## src/rtl/flash_host_pkg.sv

```systemverilog
`default_nettype none
package flash_host_pkg;
  // flash command bytes
  localparam logic [7:0] CMD_PROG_SETUP   = 8'h40;
  localparam logic [7:0] CMD_PROG_SETUP_B = 8'h10;
  localparam logic [7:0] CMD_READ_ARRAY   = 8'hFF;
  localparam logic [7:0] CMD_READ_STATUS  = 8'h70;
  localparam logic [7:0] CMD_CLEAR_STATUS = 8'h50;
  // flash status bit positions
  localparam int ST_READY_BIT   = 7;
  localparam int ST_SUSP_BIT    = 6;
  localparam int ST_ERASE_BIT   = 5;
  localparam int ST_PROG_BIT    = 4;
  localparam int ST_SUPPLY_BIT  = 3;
  // wishbone register byte offsets
  localparam logic [3:0] REG_CTRL    = 4'h0;
  localparam logic [3:0] REG_ADDR    = 4'h4;
  localparam logic [3:0] REG_DATA    = 4'h8;
  localparam logic [3:0] REG_STATUS  = 4'hC;
  // control register fields
  localparam int CTRL_OP_LSB     = 0;
  localparam int CTRL_GO_BIT     = 4;
  localparam int CTRL_RESET_BIT  = 5;
  localparam int CTRL_WP_BIT     = 6;
  // host operations
  localparam logic [3:0] OP_PROGRAM  = 4'h1;
  localparam logic [3:0] OP_READ     = 4'h2;
  localparam logic [3:0] OP_STATUS   = 4'h3;
  localparam logic [3:0] OP_CLEAR    = 4'h4;
  localparam logic [3:0] OP_ABORT    = 4'h5;
  // bus timing in cycles of the 40 MHz clock
  localparam int CLK_NS        = 25;
  localparam int STROBE_NS     = 100;
  localparam int STROBE_CYC    = (STROBE_NS + CLK_NS - 1) / CLK_NS;
  localparam int POLL_LIMIT    = 65535;
endpackage
`default_nettype wire

```

## src/rtl/strobe_timer.sv

```systemverilog
`default_nettype none
module strobe_timer
  import flash_host_pkg::*;
#(
  parameter int CYCLES = STROBE_CYC
) (
  // clock and reset
  input  wire logic ref_clk_in,
  input  wire logic rst_b_in,
  input  wire logic clk_en_in,
  // control
  input  wire logic start_in,
  output logic      done_out
);
  typedef struct packed {
    logic [7:0] cnt;
    logic       run;
  } tmr_t;
  tmr_t st_r, st_nxt;

  always_comb begin
    st_nxt   = st_r;
    done_out = st_r.run && (st_r.cnt == 8'h00);
    if (start_in) begin
      st_nxt.run = 1'b1;
      st_nxt.cnt = 8'(CYCLES - 1);
    end else if (st_r.run) begin
      if (st_r.cnt == 8'h00) st_nxt.run = 1'b0;
      else st_nxt.cnt = st_r.cnt - 8'h01;
    end
  end

  always_ff @(posedge ref_clk_in or negedge rst_b_in) begin
    if (!rst_b_in) st_r <= '0;
    else if (clk_en_in) st_r <= st_nxt;
  end
endmodule // strobe_timer
`default_nettype wire

```

## src/rtl/status_decode.sv

```systemverilog
`default_nettype none
module status_decode
  import flash_host_pkg::*;
(
  // status byte sampled from the flash
  input  wire logic [7:0] status_in,
  // decoded flags
  output logic            ready_out,
  output logic            suspended_out,
  output logic            any_error_out,
  output logic [2:0]      errors_out
);
  assign ready_out     = status_in[ST_READY_BIT];
  assign suspended_out = status_in[ST_SUSP_BIT];
  assign errors_out    = {status_in[ST_ERASE_BIT], status_in[ST_PROG_BIT], status_in[ST_SUPPLY_BIT]};
  assign any_error_out = |errors_out;
endmodule // status_decode
`default_nettype wire

```

## src/rtl/flash_program_status_control.sv

```systemverilog
`default_nettype none
module flash_program_status_control
  import flash_host_pkg::*;
#(
  parameter int ADDR_W = 18
) (
  // clock, reset, enable
  input  wire logic              ref_clk_in,
  input  wire logic              rst_b_in,
  input  wire logic              clk_en_in,
  // wishbone slave
  input  wire logic              wb_cyc_in,
  input  wire logic              wb_stb_in,
  input  wire logic              wb_we_in,
  input  wire logic [3:0]        wb_adr_in,
  input  wire logic [3:0]        wb_sel_in,
  input  wire logic [31:0]       wb_dat_in,
  output logic [31:0]            wb_dat_out,
  output logic                   wb_ack_out,
  // flash pins
  output logic                   chip_sel_n_out,
  output logic                   out_en_n_out,
  output logic                   wr_strobe_n_out,
  output logic                   reset_powerdown_n_out,
  output logic                   write_protect_n_out,
  output logic [ADDR_W-1:0]      flash_addr_out,
  input  wire logic [7:0]        flash_dq_in,
  output logic [7:0]             flash_dq_out,
  output logic                   flash_dq_oe_out
);
  typedef enum logic [3:0] {
    S_IDLE, S_WR_LOW, S_WR_HIGH, S_RD_LOW, S_RD_HIGH, S_POLL_GAP
  } phase_t;

  // all block state except the strobe timer count in one record; one comb process builds the next copy
  typedef enum logic [2:0] {
    K_NONE, K_SETUP, K_PDATA, K_POLL, K_CMD, K_READ
  } step_t;

  typedef struct packed {
    phase_t            phase;
    step_t             step;
    logic [3:0]        op;
    logic              busy;
    logic              timeout;
    logic              rst_pin;
    logic              wp_pin;
    logic [ADDR_W-1:0] addr;
    logic [7:0]        wdata;
    logic [7:0]        rdata;
    logic [7:0]        status;
    logic [7:0]        bus_byte;
    logic [15:0]       polls;
    logic              ack;
    logic [31:0]       wb_rd;
    logic              cs_n;
    logic              oe_n;
    logic              we_n;
    logic              dq_oe;
  } state_t;

  state_t st_r, st_nxt;
  logic   tmr_start;
  logic   tmr_done;
  logic   st_ready;
  logic   st_any_err;

  // one timer paces every phase except S_IDLE and the unused S_RD_HIGH; phases follow each other and never overlap
  strobe_timer #(.CYCLES(STROBE_CYC)) u_timer (
    .ref_clk_in (ref_clk_in),
    .rst_b_in   (rst_b_in),
    .clk_en_in  (clk_en_in),
    .start_in   (tmr_start),
    .done_out   (tmr_done)
  );

  status_decode u_decode (
    .status_in     (st_r.status),
    .ready_out     (st_ready),
    .suspended_out (),
    .any_error_out (st_any_err),
    .errors_out    ()
  );

  // start a bus write: one strobe with cs and we low, oe held high
  function automatic state_t begin_write(input state_t s, input logic [7:0] b, input step_t k);
    state_t t;
    t          = s;
    t.bus_byte = b;
    t.step     = k;
    t.phase    = S_WR_LOW;
    t.cs_n     = 1'b0;
    t.oe_n     = 1'b1;
    t.we_n     = 1'b0;
    t.dq_oe    = 1'b1;
    return t;
  endfunction

  function automatic state_t begin_read(input state_t s, input step_t k);
    state_t t;
    t       = s;
    t.step  = k;
    t.phase = S_RD_LOW;
    // the data driver lets go in the same edge at which output enable falls
    t.we_n  = 1'b1;
    t.dq_oe = 1'b0;
    t.cs_n  = 1'b0;
    t.oe_n  = 1'b0;
    return t;
  endfunction

  always_comb begin
    st_nxt    = st_r;
    tmr_start = 1'b0;
    st_nxt.ack = 1'b0;
    // register access; ack one cycle after the request, dropped next cycle
    if (wb_cyc_in && wb_stb_in && !st_r.ack) begin
      st_nxt.ack = 1'b1;
      unique case (wb_adr_in)
        REG_CTRL: st_nxt.wb_rd = {24'h00_0000, st_r.wp_pin, st_r.rst_pin, st_r.busy, 1'b0, st_r.op};
        REG_ADDR: st_nxt.wb_rd = 32'(st_r.addr);
        REG_DATA: st_nxt.wb_rd = {24'h00_0000, st_r.rdata};
        REG_STATUS: st_nxt.wb_rd = {22'h00_0000, st_r.timeout, st_any_err, st_r.status};
        default: st_nxt.wb_rd = 32'h0000_0000;
      endcase
      if (wb_we_in && wb_sel_in[0]) begin
        unique case (wb_adr_in)
          REG_CTRL: begin
            st_nxt.rst_pin = wb_dat_in[CTRL_RESET_BIT];
            st_nxt.wp_pin  = wb_dat_in[CTRL_WP_BIT];
            if (wb_dat_in[CTRL_GO_BIT] && !st_r.busy) begin
              st_nxt.op      = wb_dat_in[CTRL_OP_LSB +: 4];
              st_nxt.busy    = 1'b1;
              st_nxt.timeout = 1'b0;
            end
            // pulling reset/power-down low kills any sequence; flash clears its status
            if (!wb_dat_in[CTRL_RESET_BIT]) begin
              st_nxt.status = 8'h00;
            end
          end
          // address or data moving under a live strobe would corrupt the flash cycle
          REG_ADDR: begin
            if (!st_r.busy) st_nxt.addr = wb_dat_in[ADDR_W-1:0];
          end
          REG_DATA: begin
            if (!st_r.busy) st_nxt.wdata = wb_dat_in[7:0];
          end
          default: ;
        endcase
      end
    end

    unique case (st_r.phase)
      S_IDLE: begin
        if (st_r.busy && st_r.step == K_NONE) begin
          unique case (st_r.op)
            OP_PROGRAM, OP_ABORT: begin
              // abort shares the set-up write; the all-ones byte then replaces the data
              st_nxt = begin_write(st_nxt, CMD_PROG_SETUP, K_SETUP);
            end
            OP_READ:    st_nxt = begin_write(st_nxt, CMD_READ_ARRAY, K_READ);
            OP_STATUS:  st_nxt = begin_write(st_nxt, CMD_READ_STATUS, K_POLL);
            OP_CLEAR:   st_nxt = begin_write(st_nxt, CMD_CLEAR_STATUS, K_CMD);
            default: begin
              st_nxt.busy = 1'b0;
            end
          endcase
          st_nxt.polls = 16'h0000;
          tmr_start = (st_nxt.phase == S_WR_LOW);
        end
      end
      S_WR_LOW: if (tmr_done) begin
        st_nxt.we_n  = 1'b1; // rising edge latches address and data
        st_nxt.phase = S_WR_HIGH;
        tmr_start    = 1'b1;
      end
      S_WR_HIGH: if (tmr_done) begin
        // chip select stays low only where the next strobe follows at once
        st_nxt.cs_n  = 1'b1;
        st_nxt.dq_oe = 1'b0;
        unique case (st_r.step)
          K_SETUP: begin
            // abort variant writes all-ones instead of data
            if (st_r.op == OP_ABORT) st_nxt = begin_write(st_nxt, CMD_READ_ARRAY, K_CMD);
            else st_nxt = begin_write(st_nxt, st_r.wdata, K_PDATA);
            tmr_start = 1'b1;
          end
          K_PDATA, K_POLL: begin
            st_nxt    = begin_read(st_nxt, K_POLL);
            tmr_start = 1'b1;
          end
          K_READ: begin
            st_nxt    = begin_read(st_nxt, K_READ);
            tmr_start = 1'b1;
          end
          default: begin
            st_nxt.phase = S_IDLE;
            st_nxt.step  = K_NONE;
            st_nxt.busy  = 1'b0;
          end
        endcase
      end
      S_RD_LOW: if (tmr_done) begin
        // data is taken at the end of the strobe, long after the flash output settled
        if (st_r.step == K_POLL) st_nxt.status = flash_dq_in;
        else st_nxt.rdata = flash_dq_in;
        st_nxt.cs_n  = 1'b1;
        st_nxt.oe_n  = 1'b1; // toggled off between status reads
        st_nxt.phase = S_POLL_GAP;
        tmr_start    = 1'b1;
      end
      S_POLL_GAP: if (tmr_done) begin
        if (st_r.step == K_POLL && !st_ready) begin
          // a flash that never reports ready would otherwise hold the block busy forever
          if (st_r.polls == 16'(POLL_LIMIT)) begin
            st_nxt.timeout = 1'b1;
            st_nxt.phase = S_IDLE;
            st_nxt.step  = K_NONE;
            st_nxt.busy  = 1'b0;
          end else begin
            st_nxt.polls = st_r.polls + 16'h0001;
            st_nxt       = begin_read(st_nxt, K_POLL);
            tmr_start    = 1'b1;
          end
        end else begin
          // error bits in the captured status are left for software
          st_nxt.phase = S_IDLE;
          st_nxt.step  = K_NONE;
          st_nxt.busy  = 1'b0;
        end
      end
      default: st_nxt.phase = S_IDLE;
    endcase

    // placed last so that power-down overrides whatever step the phase logic chose
    if (!st_r.rst_pin) begin
      st_nxt.phase = S_IDLE;
      st_nxt.step  = K_NONE;
      st_nxt.busy  = 1'b0;
      st_nxt.cs_n  = 1'b1;
      st_nxt.oe_n  = 1'b1;
      st_nxt.we_n  = 1'b1;
      st_nxt.dq_oe = 1'b0;
      tmr_start    = 1'b0;
    end
  end

  // pins leave reset idle with reset/power-down high, so the flash starts in read array
  always_ff @(posedge ref_clk_in or negedge rst_b_in) begin
    if (!rst_b_in) begin
      st_r         <= '0;
      st_r.phase   <= S_IDLE;
      st_r.step    <= K_NONE;
      st_r.rst_pin <= 1'b1;
      st_r.wp_pin  <= 1'b0; // boot sector locked by default
      st_r.cs_n    <= 1'b1;
      st_r.oe_n    <= 1'b1;
      st_r.we_n    <= 1'b1;
    end else if (clk_en_in) begin
      st_r <= st_nxt;
    end
  end

  assign wb_ack_out            = st_r.ack;
  assign wb_dat_out            = st_r.wb_rd;
  assign chip_sel_n_out        = st_r.cs_n;
  assign out_en_n_out          = st_r.oe_n;
  assign wr_strobe_n_out       = st_r.we_n;
  assign reset_powerdown_n_out = st_r.rst_pin;
  assign write_protect_n_out   = st_r.wp_pin;
  assign flash_addr_out        = st_r.addr;
  assign flash_dq_out          = st_r.bus_byte;
  assign flash_dq_oe_out       = st_r.dq_oe;
endmodule // flash_program_status_control
`default_nettype wire

```

## config.mk

```make
export PLATFORM = sky130hd
export DESIGN_NAME = flash_program_status_control
export DESIGN_NICKNAME = d
export VERILOG_FILES = /design/src/rtl/flash_host_pkg.sv /design/src/rtl/strobe_timer.sv /design/src/rtl/status_decode.sv /design/src/rtl/flash_program_status_control.sv
export SDC_FILE = /design/constraint.sdc
export NUM_CORES = 1
export LEC_CHECK = 0
export BUFFER_PORTS_ARGS = -buffer_cell sky130_fd_sc_hd__buf_2
export CORE_ASPECT_RATIO = 0.5
export CORE_MARGIN = 3
export CORE_UTILIZATION = 40
export CTS_CLUSTER_SIZE = 24
export DETAILED_ROUTE_END_ITERATION = 8
export PLACE_DENSITY = 0.66
export SYNTH_ARGS = -nofsm -noshare
export SYNTH_HDL_FRONTEND = slang
export SYNTH_SLANG_ARGS = --single-unit
```

## constraint.sdc

```tcl
create_clock -name ref_clk_in -period 3.47 [get_ports ref_clk_in]
set_input_delay 0.347 -clock ref_clk_in [delete_from_list [all_inputs] [get_ports ref_clk_in]]
set_output_delay 0.347 -clock ref_clk_in [all_outputs]
set_load 0.1 [all_outputs]
```

==> summary by stage <==
Status
The run finished with clean final reports.

Drt
The per-cell via count in the routed design is 5.46. Wires add up to 14800 um. In the final routed layout, each cell accounts on average for 16.8 um.

The via total after detailed routing is 4828. For this block, the initial DRC count from the detailed router was 297. The number of design rule violations left after detail routing is 0.

The number of nets with antenna violations after routing is 0. The first detailed-routing pass took 4 iterations.

Floorplan
The floorplan step set the die height to 93.6 um. For this configuration, the core starts out at a cell density of 0.416. The number of I/O pins is 119. The number of rows in the core area is 31.

In this run the horizontal extent of the chip is 181 um. The core box area is 14700 sq um. The die area is 17000 sq um.

Synth
The most used flip-flop cell after synthesis is sky130_fd_sc_hd__dfrtp_1. Sorting the synthesized cells by how often they occur yields sky130_fd_sc_hd__dfrtp_1, sky130_fd_sc_hd__buf_4, sky130_fd_sc_hd__nand2_1. Counting flops with a built-in enable in the synthesized netlist gives 0. For this run, the number of Yosys warnings is 0.

The average footprint of a synthesized cell is 9.80 sq um. Synthesis produced a netlist whose cell count is 626. The synthesized design spends more area on one cell type than any other, namely sky130_fd_sc_hd__dfrtp_1.

The distinct cell type count after synthesis is 64. sky130_fd_sc_hd__dfrtp_1 is the most common cell in the netlist. The fraction of registers with async set or reset after synthesis is 1.00. In this run, synthesis produced a sequential element count of 113. The mapped cell area is 6140 sq um. Of the post-synthesis cell area, the dominant cell type holds 0.444.

The share of the Yosys chip area taken by registers is 0.462. By area the synthesized netlist is led by sky130_fd_sc_hd__dfrtp_1, sky130_fd_sc_hd__mux2_2, sky130_fd_sc_hd__buf_4.

Timing
Setup repair after global routing left no endpoint under its margin. The portion of the clock cycle consumed by the worst path in the final layout is 0.826. Setup violations remaining at the end of the flow were counted as 0. Between clock sinks in the finished design, the worst skew comes to 0.00909 ns. The routed design could run at a clock period as short as 2.86 ns.

The maximum operating frequency is 349 MHz. Summed over all failing endpoints, the final setup total negative slack is 0 ns. The worst-margin pin slew is 0.814 ns. The total count of max-transition violations in the final report came to 0. In this run the tightest slew margin relative to its limit is 0.458. The final-report hold violation count is 0. The worst slack on hold paths is 0.0221 ns. The final worst-path setup slack is 0.605 ns.

CTS
The deepest clock path buffer count is 2. Clock-pin slew was measured on the worst setup and hold paths at 0.06 ns. The number of hold-repair buffers added at the cts stage is 0. Buffers inserted during clock tree synthesis total 17. For the worst-skew pair, the clock arrives at the later sink with an insertion delay of 0.41 ns. The clock sink count is 113. Post-CTS repair changed the size of 0 cells. The root buffer cell chosen for the clock tree is sky130_fd_sc_hd__clkbuf_16. The count of H-tree levels built during CTS is 4. In this run the post-CTS setup repair buffer count came out at 0.

TritonCTS built the clock tree.

Placement
The count of port buffers added during placement is 87. The number of placed instances, taps included, is 853. The placed instance area is 6430 sq um. The pre-CTS setup slack is 0.622 ns. Detailed placement finished with a half-perimeter wire length of 10500 um. Routability-driven placement finished with a final weighted congestion of 0.881.

Critical path
The reg-to-reg startpoint is st_r[115]. Along the worst path, the maximum fanout reaches 14. The worst setup path is launched from a flop. The internal reg-to-reg setup slack is 0.61 ns. The data required time of the worst path is 3.75 ns. In this run the critical register-to-register path is captured at flash_dq_out[3]. The kind of critical path is flop to flop. The endpoint type of the worst setup path is a flop. Data on the critical path arrives at its endpoint at 3.15 ns. The path depth of the worst reg2reg path is 6.

Global routing
Global routing finished with a remaining overflow of 0. The wire length of the first global-routing pass is 24700 um. The initial antenna violation count is 0.

Entering global routing, the biggest net connects 65 pins. The number of global-route vias before repair was 4671. The overall fraction of global-route tracks in use is 0.180.

Final layout
In the final design database the tool counted 731 nets. The area occupied by registers is 2830 sq um. The area growth from synthesis to layout is 14.6%. After the flow finishes, the layout carries non-filler instances totaling 884. The core utilization of the finished layout is 0.477. The antenna diode count is 0. The multi-input combinational cells in the finished layout cover a total of 2760 sq um. After routing the design area is 7040 sq um. The filler cells instantiated in the layout total 1406. In the final layout, the share of cells above drive strength 1 is 0.281.

Power and ir drop
Across the VDD grid, the largest voltage drop is 0.000316 V. The design draws 3.83 mW. The static power due to leakage is 3.27 nW. For this design the ratio of total power to cell area is 544 nW/um^2.

Min path
The worst hold path class is input port to async pin.

Job
Max-cap violations in this run came to 0.
flip-flops by register name, indices dropped and copies added (netlist names), 8 cells and up:
signal	count
flash_dq_out	8
st_r	53
u_timer.st_r	9
wb_dat_out	18
flash_addr_out	18
cell families (layout without fill, tap and decap cells):
| family | Yosys count | in the layout | synth area share |
|---|---|---|---|
| mux | 47 | 47 | 0.0858 |
| xor+xnor | 9 | 9 | 0.0128 |
| flops | 113 | 113 | 0.462 |
| simple gates | 208 | 208 | 0.180 |
| other cells | 1 | 14 | 0.000611 |
| compound gates | 146 | 146 | 0.154 |
| fa+ha+maj | 3 | 3 | 0.00612 |
| buf+inv | 99 | 146 | 0.0989 |
cell type report:
cell class | count | area share
inverter | 14 | 0.00747
tap | 198 | 0.0352
clock buffer | 17 | 0.0605
clock inverter | 14 | 0.0254
multi-input combinational | 427 | 0.392
sequential | 113 | 0.403
timing repair buffer | 101 | 0.0772
report_power, final:
part           leakage, nW  total, mW  internal (mW)  switching, mW
Clock                0.287       1.81           1.14          0.670
Combinational         1.46      0.570          0.161          0.408
Sequential            1.53       1.45           1.38         0.0724
worst max-delay path by stage:
stage          depth (start not counted)  slack, ns             from               to
6_report                               6       0.61        st_r[115]  flash_dq_out[3]
5_1_grt                                6       0.47        st_r[115]  flash_dq_out[3]
4_1_cts                                6       0.61        st_r[115]  flash_dq_out[3]
3_5_place_dp                           6       0.62        st_r[115]  flash_dq_out[3]
3_3_place_gp                           6       0.73        st_r[115]  flash_dq_out[3]
2_1_floorplan                          6       0.99  u_timer.st_r[4]         st_r[69]
cells in the final DEF (no fill, tap or decap), types with 3 or more instances in the layout:
cell	netlist	layout
sky130_fd_sc_hd__o21ai_0	52	52
sky130_fd_sc_hd__mux2_2	45	45
sky130_fd_sc_hd__buf_4	59	15
sky130_fd_sc_hd__o21a_1	4	4
sky130_fd_sc_hd__nand2_1	59	59
sky130_fd_sc_hd__nor3_1	12	12
sky130_fd_sc_hd__a31oi_1	7	7
sky130_fd_sc_hd__o31ai_1	3	3
sky130_fd_sc_hd__nor4bb_1	4	4
sky130_fd_sc_hd__nor4_1	6	6
sky130_fd_sc_hd__ha_1	3	3
sky130_fd_sc_hd__or4_1	5	5
sky130_fd_sc_hd__bufinv_16	0	3
sky130_fd_sc_hd__dfrtp_1	109	109
sky130_fd_sc_hd__nor4b_1	3	3
sky130_fd_sc_hd__and2_1	4	4
sky130_fd_sc_hd__clkbuf_16	0	17
sky130_fd_sc_hd__conb_1	1	14
sky130_fd_sc_hd__nand2b_1	7	7
sky130_fd_sc_hd__nor2_1	43	43
sky130_fd_sc_hd__inv_1	14	14
sky130_fd_sc_hd__nand3_1	19	19
sky130_fd_sc_hd__dfstp_2	4	4
sky130_fd_sc_hd__clkinvlp_4	0	3
sky130_fd_sc_hd__nand4_1	7	7
sky130_fd_sc_hd__buf_2	5	86
sky130_fd_sc_hd__inv_6	0	5
sky130_fd_sc_hd__xor2_1	7	7
sky130_fd_sc_hd__a21oi_1	36	36
sky130_fd_sc_hd__a221oi_1	7	7
sky130_fd_sc_hd__or3_1	6	6
sky130_fd_sc_hd__nor2b_1	11	11
sky130_fd_sc_hd__and3_1	7	7
sky130_fd_sc_hd__a22o_1	19	19
per-layer routing:
layer | vias to the layer above | routed length, um | GRT usage
met3 | 19 | 736 | 0.0389
met4 | 0 | 195 | 0.0538
met5 | - | 0 | 0
li1 | 2280 | - | -
met1 | 2389 | 7080 | 0.249
met2 | 140 | 6800 | 0.285
critical path: stages, from the launching register on:
cell                      delay, ns
sky130_fd_sc_hd__dfrtp_1       0.54
sky130_fd_sc_hd__or4_1         0.66
sky130_fd_sc_hd__nor4b_2       0.59
sky130_fd_sc_hd__nor2_1        0.07
sky130_fd_sc_hd__nor4_1        0.39
sky130_fd_sc_hd__o41a_1        0.36
sky130_fd_sc_hd__a21oi_1       0.11
Power figures use the tool's default switching activity.
